===== src/adc_ctrl_pkg.sv =====
// Purpose: Shared constants for the converter control block
// Assumes: APB with 32-bit data, word-aligned registers
// Notes: Conversion timing counted in half conversion-clock periods
package adc_ctrl_pkg;
  // Register byte offsets
  localparam logic [4:0] OFF_CTRL0 = 5'h00;
  localparam logic [4:0] OFF_CTRL2 = 5'h04;
  localparam logic [4:0] OFF_CLKCFG = 5'h08;
  localparam logic [4:0] OFF_RES_HI = 5'h0C;
  localparam logic [4:0] OFF_RES_LO = 5'h10;
  localparam logic [4:0] OFF_IRQ_STAT = 5'h14;
  localparam logic [4:0] OFF_IRQ_EN = 5'h18;
  localparam logic [4:0] OFF_IRQ_CLR = 5'h1C;
  // Field positions
  localparam int ON_BIT = 0;
  localparam int GO_BIT = 1;
  localparam int CHAN_LSB = 2;
  localparam int TRIG_LSB = 4;
  localparam int RC_BIT = 0;
  // Reset values
  localparam logic [4:0] CHAN_RST = 5'h00;
  localparam logic [2:0] TRIG_RST = 3'h0;
  localparam logic [9:0] RESULT_RST = 10'h000;
  // Trigger select codes; 001 and 010 are reserved
  localparam logic [2:0] TRIG_NONE = 3'h0;
  localparam logic [2:0] TRIG_TIMER_ZERO = 3'h3;
  localparam logic [2:0] TRIG_TIMER_ONE = 3'h4;
  localparam logic [2:0] TRIG_TIMER_TWO = 3'h5;
  localparam logic [2:0] TRIG_CMP1 = 3'h6;
  localparam logic [2:0] TRIG_CMP2 = 3'h7;
  // Channel codes
  localparam logic [4:0] CHAN_EXT_FIRST = 5'h03;
  localparam logic [4:0] CHAN_EXT_LAST = 5'h0B;
  localparam logic [4:0] CHAN_TEMP = 5'h1D;
  localparam logic [4:0] CHAN_DAC = 5'h1E;
  localparam logic [4:0] CHAN_FIXREF = 5'h1F;
  // Interrupt status bits: done, then one per trigger source
  localparam int NUM_IRQ = 6;
  localparam int IRQ_DONE = 0;
  // Timing counts in pclk cycles or half conversion-clock periods
  localparam int SYS_HALF_TAD_CYCLES = 2;
  localparam int INSTR_CYCLES = 4;
  localparam int CONV_HALF_TADS = 23;
  typedef enum logic [1:0] {ST_IDLE, ST_DELAY, ST_CONV} conv_state_t;
endpackage


===== src/adc_conversion_control.sv =====
// Purpose: Converter control sequencing with APB registers
// Assumes: rc_tick pulses once per half RC conversion-clock period
// Notes: Result is right justified; reads of clear register give zero
// Functional notes
// - Converter works only while module_on is set
// - Writing go bit 1 starts a conversion on the selected channel
// - Completion clears go, sets done flag, loads result registers
// - Clearing go aborts; partial result, unresolved bits copy last resolved
// - Reset returns all registers to reset values, cancelling conversion
// - RC clock mode delays conversion start by one instruction cycle
// - RC mode sleep: completion wakes if enabled, else module shuts off
// - Non-RC clock: sleep aborts conversion and shuts module off
// - Rising edge of selected trigger source sets go bit
// - Three-bit trigger_select field picks timer or comparator source
// - Each trigger source edge sets its own interrupt flag
// - Conversion takes 11.5 conversion-clock periods
//
// Local design decisions: the register offsets and register access over APB.
`timescale 1ns/1ps
module adc_conversion_control (
  input wire logic pclk,
  input wire logic presetn,
  input wire logic [4:0] paddr,
  input wire logic psel,
  input wire logic penable,
  input wire logic pwrite,
  input wire logic [31:0] pwdata,
  output logic [31:0] prdata,
  output logic pready,
  output logic pslverr,
  input wire logic [4:0] trig_src,
  input wire logic rc_tick,
  input wire logic sleep_mode,
  input wire logic cmp_above,
  output logic [9:0] trial_code,
  output logic [4:0] channel_code,
  output logic channel_connected,
  output logic analog_enable,
  output logic irq,
  output logic wake_req
);
  import adc_ctrl_pkg::*;

  // Channel map; unlisted codes connect nothing
  function automatic logic chan_valid(input logic [4:0] c);
    return (c >= CHAN_EXT_FIRST && c <= CHAN_EXT_LAST) ||
           c == CHAN_TEMP || c == CHAN_DAC || c == CHAN_FIXREF;
  endfunction

  // Trigger source picked by select code, reserved codes give none
  function automatic logic trig_pick(input logic [2:0] s, input logic [4:0] e);
    unique case (s)
      TRIG_TIMER_ZERO: return e[0];
      TRIG_TIMER_ONE: return e[1];
      TRIG_TIMER_TWO: return e[2];
      TRIG_CMP1: return e[3];
      TRIG_CMP2: return e[4];
      default: return 1'b0;
    endcase
  endfunction

  conv_state_t state_r, state_nxt;
  logic on_r, go_r, go_nxt, rc_sel_r, shut_r, shut_nxt;
  logic [4:0] chan_r;
  logic [2:0] trig_sel_r;
  logic [9:0] result_r, sar_r, mask_r, ptr_r, partial;
  logic last_r;
  logic [4:0] hcnt_r, prev_r;
  logic [1:0] div_r;
  logic [2:0] dly_r;
  logic [NUM_IRQ-1:0] stat_r, en_r, events;
  logic [31:0] rdata;

  // APB decode; zero-wait access phase, data latched in setup
  wire apb_setup = psel && !penable;
  wire apb_wr = psel && penable && pwrite;
  wire addr_ok = (paddr[1:0] == 2'h0);
  wire wr_ctrl0 = apb_wr && paddr == OFF_CTRL0;
  wire wr_ctrl2 = apb_wr && paddr == OFF_CTRL2;
  wire wr_clk = apb_wr && paddr == OFF_CLKCFG;
  wire wr_en = apb_wr && paddr == OFF_IRQ_EN;
  wire wr_clr = apb_wr && paddr == OFF_IRQ_CLR;
  assign pready = penable;
  assign pslverr = psel && penable && !addr_ok;

  // Conversion clock: RC ticks or divided pclk
  wire sys_tick = (div_r == 2'(SYS_HALF_TAD_CYCLES - 1));
  wire half_tick = rc_sel_r ? rc_tick : sys_tick;
  wire busy = state_r != ST_IDLE;

  // Trigger edges and start or stop causes
  wire [4:0] trig_edge = trig_src & ~prev_r;
  wire trig_start = on_r && trig_pick(trig_sel_r, trig_edge);
  wire sw_go = wr_ctrl0 && pwdata[GO_BIT] && on_r;
  wire sw_abort = wr_ctrl0 && !pwdata[GO_BIT] && go_r;
  wire sleep_abort = sleep_mode && !rc_sel_r && busy;
  wire turn_off = wr_ctrl0 && !pwdata[ON_BIT];
  wire any_stop = sw_abort || sleep_abort || turn_off || !on_r;
  wire start = (sw_go || trig_start) && !busy && !shut_r && !(sleep_mode && !rc_sel_r);
  wire in_conv = state_r == ST_CONV;
  wire resolve = in_conv && half_tick && ptr_r != 10'h000 && hcnt_r >= 5'h02 && !hcnt_r[0];
  wire done = in_conv && half_tick && hcnt_r == 5'(CONV_HALF_TADS - 1) && !any_stop;
  wire dly_done = dly_r == 3'(INSTR_CYCLES - 1);

  // Partial result: unresolved bits follow the last resolved bit
  genvar gi;
  generate
    for (gi = 0; gi < 10; gi++) begin : g_part
      assign partial[gi] = mask_r[gi] ? sar_r[gi] : last_r;
    end
  endgenerate

  // Sequencer next state
  always_comb begin
    state_nxt = state_r;
    go_nxt = go_r;
    unique case (state_r)
      ST_IDLE: if (start) begin
        state_nxt = rc_sel_r ? ST_DELAY : ST_CONV;
        go_nxt = 1'b1;
      end
      ST_DELAY: if (dly_done) begin
        state_nxt = ST_CONV;
      end
      ST_CONV: if (done) begin
        state_nxt = ST_IDLE;
        go_nxt = 1'b0;
      end
    endcase
    if (busy && any_stop) begin
      state_nxt = ST_IDLE;
      go_nxt = 1'b0;
    end
  end

  // Sleep shutdown leaves module_on set; cleared on wake
  always_comb begin
    shut_nxt = shut_r;
    if (sleep_abort) begin
      shut_nxt = 1'b1;
    end else if (done && sleep_mode && rc_sel_r && !en_r[IRQ_DONE]) begin
      shut_nxt = 1'b1;
    end else if (!sleep_mode) begin
      shut_nxt = 1'b0;
    end
  end

  // Control registers; async reset clears everything
  always_ff @(posedge pclk or negedge presetn) begin
    if (!presetn) begin
      state_r <= ST_IDLE;
      go_r <= 1'b0;
      on_r <= 1'b0;
      shut_r <= 1'b0;
      chan_r <= CHAN_RST;
      trig_sel_r <= TRIG_RST;
      rc_sel_r <= 1'b0;
      en_r <= '0;
      prev_r <= 5'h00;
    end else begin
      state_r <= state_nxt;
      go_r <= go_nxt;
      shut_r <= shut_nxt;
      prev_r <= trig_src;
      if (wr_ctrl0) begin
        on_r <= pwdata[ON_BIT];
        chan_r <= pwdata[CHAN_LSB +: 5];
      end
      if (wr_ctrl2) begin
        trig_sel_r <= pwdata[TRIG_LSB +: 3];
      end
      if (wr_clk) begin
        rc_sel_r <= pwdata[RC_BIT];
      end
      if (wr_en) begin
        en_r <= pwdata[NUM_IRQ-1:0];
      end
    end
  end

  // Timing counters; divider runs only while converting
  always_ff @(posedge pclk or negedge presetn) begin
    if (!presetn) begin
      div_r <= 2'h0;
      dly_r <= 3'h0;
      hcnt_r <= 5'h00;
    end else begin
      div_r <= (!in_conv || sys_tick) ? 2'h0 : div_r + 2'h1;
      dly_r <= (state_r == ST_DELAY) ? dly_r + 3'h1 : 3'h0;
      if (!in_conv) begin
        hcnt_r <= 5'h00;
      end else if (half_tick) begin
        hcnt_r <= hcnt_r + 5'h01;
      end
    end
  end

  // Successive approximation and result load
  always_ff @(posedge pclk or negedge presetn) begin
    if (!presetn) begin
      sar_r <= 10'h000;
      mask_r <= 10'h000;
      ptr_r <= 10'h000;
      last_r <= 1'b0;
      result_r <= RESULT_RST;
    end else begin
      if (start) begin
        sar_r <= 10'h200;
        ptr_r <= 10'h200;
        mask_r <= 10'h000;
        last_r <= 1'b0;
      end else if (resolve) begin
        sar_r <= (sar_r & ~ptr_r) | (cmp_above ? ptr_r : 10'h000) | (ptr_r >> 1);
        mask_r <= mask_r | ptr_r;
        last_r <= cmp_above;
        ptr_r <= ptr_r >> 1;
      end
      if (done) begin
        result_r <= sar_r;
      end else if (in_conv && sw_abort) begin
        result_r <= partial;
      end
    end
  end

  // Sticky interrupt status; set wins over clear
  assign events = {trig_edge, done};
  generate
    for (gi = 0; gi < NUM_IRQ; gi++) begin : g_stat
      always_ff @(posedge pclk or negedge presetn) begin
        if (!presetn) begin
          stat_r[gi] <= 1'b0;
        end else if (events[gi]) begin
          stat_r[gi] <= 1'b1;
        end else if (wr_clr && pwdata[gi]) begin
          stat_r[gi] <= 1'b0;
        end
      end
    end
  endgenerate

  // Read mux; reserved bits and clear register read zero
  always_comb begin
    rdata = 32'h0000_0000;
    unique case (paddr)
      OFF_CTRL0: rdata[6:0] = {chan_r, go_r, on_r};
      OFF_CTRL2: rdata[6:4] = trig_sel_r;
      OFF_CLKCFG: rdata[RC_BIT] = rc_sel_r;
      OFF_RES_HI: rdata[1:0] = result_r[9:8];
      OFF_RES_LO: rdata[7:0] = result_r[7:0];
      OFF_IRQ_STAT: rdata[NUM_IRQ-1:0] = stat_r;
      OFF_IRQ_EN: rdata[NUM_IRQ-1:0] = en_r;
      default: rdata = 32'h0000_0000;
    endcase
  end

  // Registered read data and analog-side outputs
  always_ff @(posedge pclk or negedge presetn) begin
    if (!presetn) begin
      prdata <= 32'h0000_0000;
      trial_code <= 10'h000;
      channel_code <= CHAN_RST;
      channel_connected <= 1'b0;
      analog_enable <= 1'b0;
      irq <= 1'b0;
      wake_req <= 1'b0;
    end else begin
      if (apb_setup) begin
        prdata <= rdata;
      end
      trial_code <= sar_r;
      channel_code <= chan_r;
      channel_connected <= chan_valid(chan_r);
      analog_enable <= on_r && !shut_r;
      irq <= |(stat_r & en_r);
      wake_req <= sleep_mode && stat_r[IRQ_DONE] && en_r[IRQ_DONE];
    end
  end

  // Checks
  localparam int CONV_CYC = CONV_HALF_TADS * SYS_HALF_TAD_CYCLES;
  logic [7:0] conv_cyc;
  always_ff @(posedge pclk or negedge presetn) begin
    if (!presetn) begin
      conv_cyc <= 8'h00;
    end else begin
      conv_cyc <= in_conv ? conv_cyc + 8'h01 : 8'h00;
    end
  end

  AST_OFF_NO_GO: assert property (@(posedge pclk) disable iff (!presetn)
    !on_r |=> !go_r) else $error("go set while module off");
  AST_GO_START: assert property (@(posedge pclk) disable iff (!presetn)
    start |=> go_r && state_r != ST_IDLE) else $error("go write did not start");
  AST_DONE: assert property (@(posedge pclk) disable iff (!presetn)
    done |=> !go_r && stat_r[IRQ_DONE] && result_r == $past(sar_r)) else $error("completion wrong");
  AST_ABORT: assert property (@(posedge pclk) disable iff (!presetn)
    in_conv && sw_abort |=> !go_r && result_r == $past(partial)) else $error("abort result wrong");
  AST_CONV_LEN: assert property (@(posedge pclk) disable iff (!presetn)
    done && !rc_sel_r |-> conv_cyc == 8'(CONV_CYC - 1)) else $error("conversion length wrong");
  AST_RC_DELAY: assert property (@(posedge pclk) disable iff (!presetn)
    $rose(in_conv) && rc_sel_r |-> $past(state_r == ST_DELAY, 4)) else $error("rc start delay wrong");
  AST_SLEEP_ABORT: assert property (@(posedge pclk) disable iff (!presetn)
    sleep_abort && !wr_ctrl0 |=> !go_r && on_r ##1 !analog_enable)
    else $error("sleep abort wrong");
  AST_SLEEP_SHUT: assert property (@(posedge pclk) disable iff (!presetn)
    done && sleep_mode && rc_sel_r && !en_r[IRQ_DONE] |=> shut_r && on_r) else $error("no shutdown");
  AST_TRIG: assert property (@(posedge pclk) disable iff (!presetn)
    trig_start && !busy && !shut_r && !sleep_mode |=> go_r) else $error("trigger did not start");
  AST_TRIG_FLAG: assert property (@(posedge pclk) disable iff (!presetn)
    trig_edge[0] |=> stat_r[1]) else $error("trigger flag not set");

  COV_DONE: cover property (@(posedge pclk) disable iff (!presetn) done);
  COV_ABORT: cover property (@(posedge pclk) disable iff (!presetn) in_conv && sw_abort);
  COV_TRIG: cover property (@(posedge pclk) disable iff (!presetn) trig_start && !busy);
endmodule


===== config.mk =====
export PLATFORM = sky130hd
export DESIGN_NAME = adc_conversion_control
export DESIGN_NICKNAME = d
export VERILOG_FILES = /design/src/adc_ctrl_pkg.sv /design/src/adc_conversion_control.sv
export SDC_FILE = /design/constraint.sdc
export NUM_CORES = 1
export LEC_CHECK = 0
export ABC_CLOCK_PERIOD_IN_PS = 3500
export BUFFER_PORTS_ARGS = -buffer_cell sky130_fd_sc_hd__buf_2
export CAP_MARGIN = 20
export CORE_MARGIN = 5
export CORE_UTILIZATION = 50
export DETAILED_ROUTE_END_ITERATION = 16
export MAX_ROUTING_LAYER = met4
export PLACE_DENSITY = 0.74
export SLEW_MARGIN = 20
export SYNTH_ARGS = -nofsm -noshare
export SYNTH_HDL_FRONTEND = slang
export SYNTH_SLANG_ARGS = --single-unit

===== constraint.sdc =====
create_clock -name pclk -period 3.5 [get_ports pclk]
set_clock_uncertainty 0.2 [all_clocks]
set_input_delay 0.7 -clock pclk [delete_from_list [all_inputs] [get_ports pclk]]
set_output_delay 0.7 -clock pclk [all_outputs]
set_load 0.1 [all_outputs]

==> impl_metrics.py <==
metrics = {
    "run_status": {
        "status": "finished clean",
    },
    "grt": {
        "gr-total-overflow": 0,
        "grtUsageTotal_pct": 18.0,
        "grt_start_max_net_pins": 68,
        "grt_pass1_wl_microns": 17900,
        "antenna_found_initial": 0,
        "grt_pass1_vias": 3561,
    },
    "die": {
        "row_count": 36,
        "die_area_sq_um": 12200,
        "initial_utilization_pct": 51.5,
        "die_h_microns": 111,
        "ioPinCount": 103,
        "coreArea_sq_um": 9820,
        "die_w_microns": 111,
    },
    "timing": {
        "setup_tns_ns": 0,
        "rsz0062_at_grt": "no",
        "finalCritPeriodShare_pct": 74.6,
        "tightest_slew_ns": 0.601,
        "slew_viol_final": 0,
        "hold_ws_ns": 0.0988,
        "slew_headroom_pct": 59.6,
        "max_freq_ghz": 0.383,
        "fin_crit_ns": 2.61,
        "setup_viol": 0,
        "finalHoldViolCount": 0,
    },
    "placed_design": {
        "place_hpwl_microns": 7730,
        "place_area_sq_um": 5380,
        "routabilityCongestion": 0.858,
        "io_buffers": 53,
    },
    "cts": {
        "cts_hold_buf": 0,
        "cts_resized": 0,
        "cts_tree": "yes",
        "clk_latency_ns": 0.37,
        "cts_max_level": 3,
        "clkSlewWorstSetupHoldPaths_ns": 0.10,
        "cts_buffers": 9,
        "cts_buffer_depth": 2,
        "clkSinkCount": 109,
        "cts_root_buf": "clkbuf_8",
        "post_cts_buffers": 0,
    },
    "yosys": {
        "syn-instance-count": 477,
        "synth_seq_cells": 109,
        "synth_commonest_cells": "dfrtp_1, nor2_1, nand2_1",
        "synth_edf_count": 0,
        "synthFlopType": "dfrtp_1",
        "synth_cell_types": 50,
        "synth_top_area_share_pct": 53.9,
        "post-synth-top-count-cell": "dfrtp_1",
        "synth_async_sr_flop_share_pct": 100,
        "synthesis.area_sq_um": 5060,
        "synth_area_leaders": "dfrtp_1, mux2i_1, buf_4",
        "ys_warn_count": 0,
        "synth_top_area_cell": "dfrtp_1",
        "synth-seq-area-share_pct": 53.9,
        "synth.avg_cell_area_sq_um": 10.6,
    },
    "layout": {
        "nFillCells": 881,
        "layout-drive-gt1-share_pct": 18.6,
        "post-route-util_pct": 56.8,
        "n_antenna_cell": 0,
        "area_delta_synth_final_pct": 10.3,
        "design_area_sq_um": 5580,
        "fin_nets": 585,
    },
    "power": {
        "p_leak_uw": 0.00273,
        "irDropWorstVdd_mv": 0.264,
        "power.density_nw_per_um2": 514,
    },
    "critical_path": {
        "ff2ff_path_depth": 9,
        "reg2reg_to": "sar_r[5]",
        "worstPathMaxFanout": 13,
        "worst-path-buf-inv": 3,
        "crit_end": "sar_r[5]",
        "rrSetupSlack_ns": 0.89,
        "cp_num_cells": 9,
        "setup.worst_path.start": "state_r[0]",
        "crit_path_max_incr_delay_ns": 0.41,
        "criticalPathCategory": "flop to flop",
        "cp_common_cell": "inv_1",
        "start_kind": "flop",
        "crit_arrival_ns": 2.66,
        "critPathRequiredTime_ns": 3.55,
        "cp_top_family": "compound AO/OA/AOI/OAI gates",
        "r2r-start": "state_r[0]",
        "path_cells": "inv_1 -> ha_1 -> inv_1 -> a2111oi_4 -> and2_1 -> buf_4 -> nand2b_1 -> a211oi_1 -> nor3_1",
        "worstSetupEndpointType": "flop",
        "crit_path_top_delay_cell": "dfrtp_1",
    },
    "drt": {
        "wire_per_inst_microns": 16.1,
        "first_pass_iters": 4,
        "avgViaCountPerCell": 5.46,
        "antenna_left": 0,
        "vias": 3630,
        "drcViolationCount": 0,
        "postRouteWirelength_microns": 10700,
        "first_iter_violations": 203,
    },
    "worst_hold_path": {
        "hold_path.class": "input pin to asynchronous set/reset pin",
    },
    "run": {
        "drv_cap": 0,
    },
}
## metrics by stage
step           power [uW]  setup WS, ns  cells
6_report             2870         0.890    665
2_1_floorplan        1970         0.602    500
5_1_grt              2990         0.644    665
3_5_place_dp         2100         0.519    649
3_3_place_gp         2080         0.600    649
4_1_cts              2890         0.872    665
## kinds of logic after synthesis
kind of cell	count (synthesis)	share of synthesized area [%]
other	1	0.0741
buffers and inverters	60	6.60
multiplexers	41	8.53
AO/OA/AOI/OAI	103	13.6
flip-flops	109	53.9
AND/OR/NAND/NOR	152	14.7
adder cells (fa/ha/maj)	8	1.98
XOR/XNOR	3	0.519
## how the worst min path moves through the flow
stage / from / endpoint / slack (ns) / depth (start not counted)
6_report: presetn / dly_r[1] / 0.1 / 1
4_1_cts: presetn / dly_r[1] / 0.12 / 1
3_3_place_gp: chan_r[1] / channel_code[1] / 0.21 / 0
5_1_grt: presetn / dly_r[1] / 0.14 / 1
2_1_floorplan: sar_r[0] / trial_code[0] / 0.17 / 0
3_5_place_dp: sar_r[5] / trial_code[5] / 0.22 / 0
## cell usage in the layout (no fill, tap or decap), types with 4 or more instances in the layout
cell	count
nor2b_1	14
a31oi_1	4
nand4_1	5
nor3b_1	7
ha_1	8
nand3_1	6
o21ai_0	26
nand2b_1	7
a22oi_1	9
clkbuf_8	9
a211oi_1	11
mux2_2	17
buf_2	52
conb_1	24
inv_1	15
nor2_1	46
a21oi_1	27
nand2_1	40
buf_4	8
a22o_1	4
nor3_1	12
and2_1	4
mux2i_1	24
dfrtp_1	109
## metal layers
metal / global-route usage (%) / vias up / wire (microns) / share of wire, %
met4: 6.24 / 0 / 191 / 1.8
met1: 23.3 / 1788 / 4830 / 45
met5: - / - / 0 / 0
met3: 3.88 / 19 / 497 / 4.6
li1: - / 1724 / - / -
met2: 28.3 / 99 / 5190 / 48
## sequential cells by signal, summed over array words and instances (netlist names), 2 cells and up
name and flops:
result_r 10, state_r 2, prdata 8, trial_code 10, mask_r 10, channel_code 5, trig_sel_r 3, dly_r 3
chan_r 5, prev_r 5, ptr_r 10, div_r 2, hcnt_r 5, en_r 6, sar_r 10, stat_r 6
## report_power, final
part	total (uW)	internal [uW]	leakage (uW)	switching (uW)
logic	667	165	0.00116	502
registers	1410	1340	0.00146	75.7
clock network	784	341	0.000102	443
## cell type report
cell class | instances | area, sq um | area share, %
multi-input cells | 331 | 2080 | 37.4
well taps | 133 | 166 | 2.98
repair buffers | 61 | 340 | 6.10
clock inverters | 7 | 80.1 | 1.44
inverters | 15 | 56.3 | 1.01
flip-flops and latches | 109 | 2730 | 48.9
clock buffers | 9 | 124 | 2.22
No activity file was read; power rests on OpenSTA's default activity.
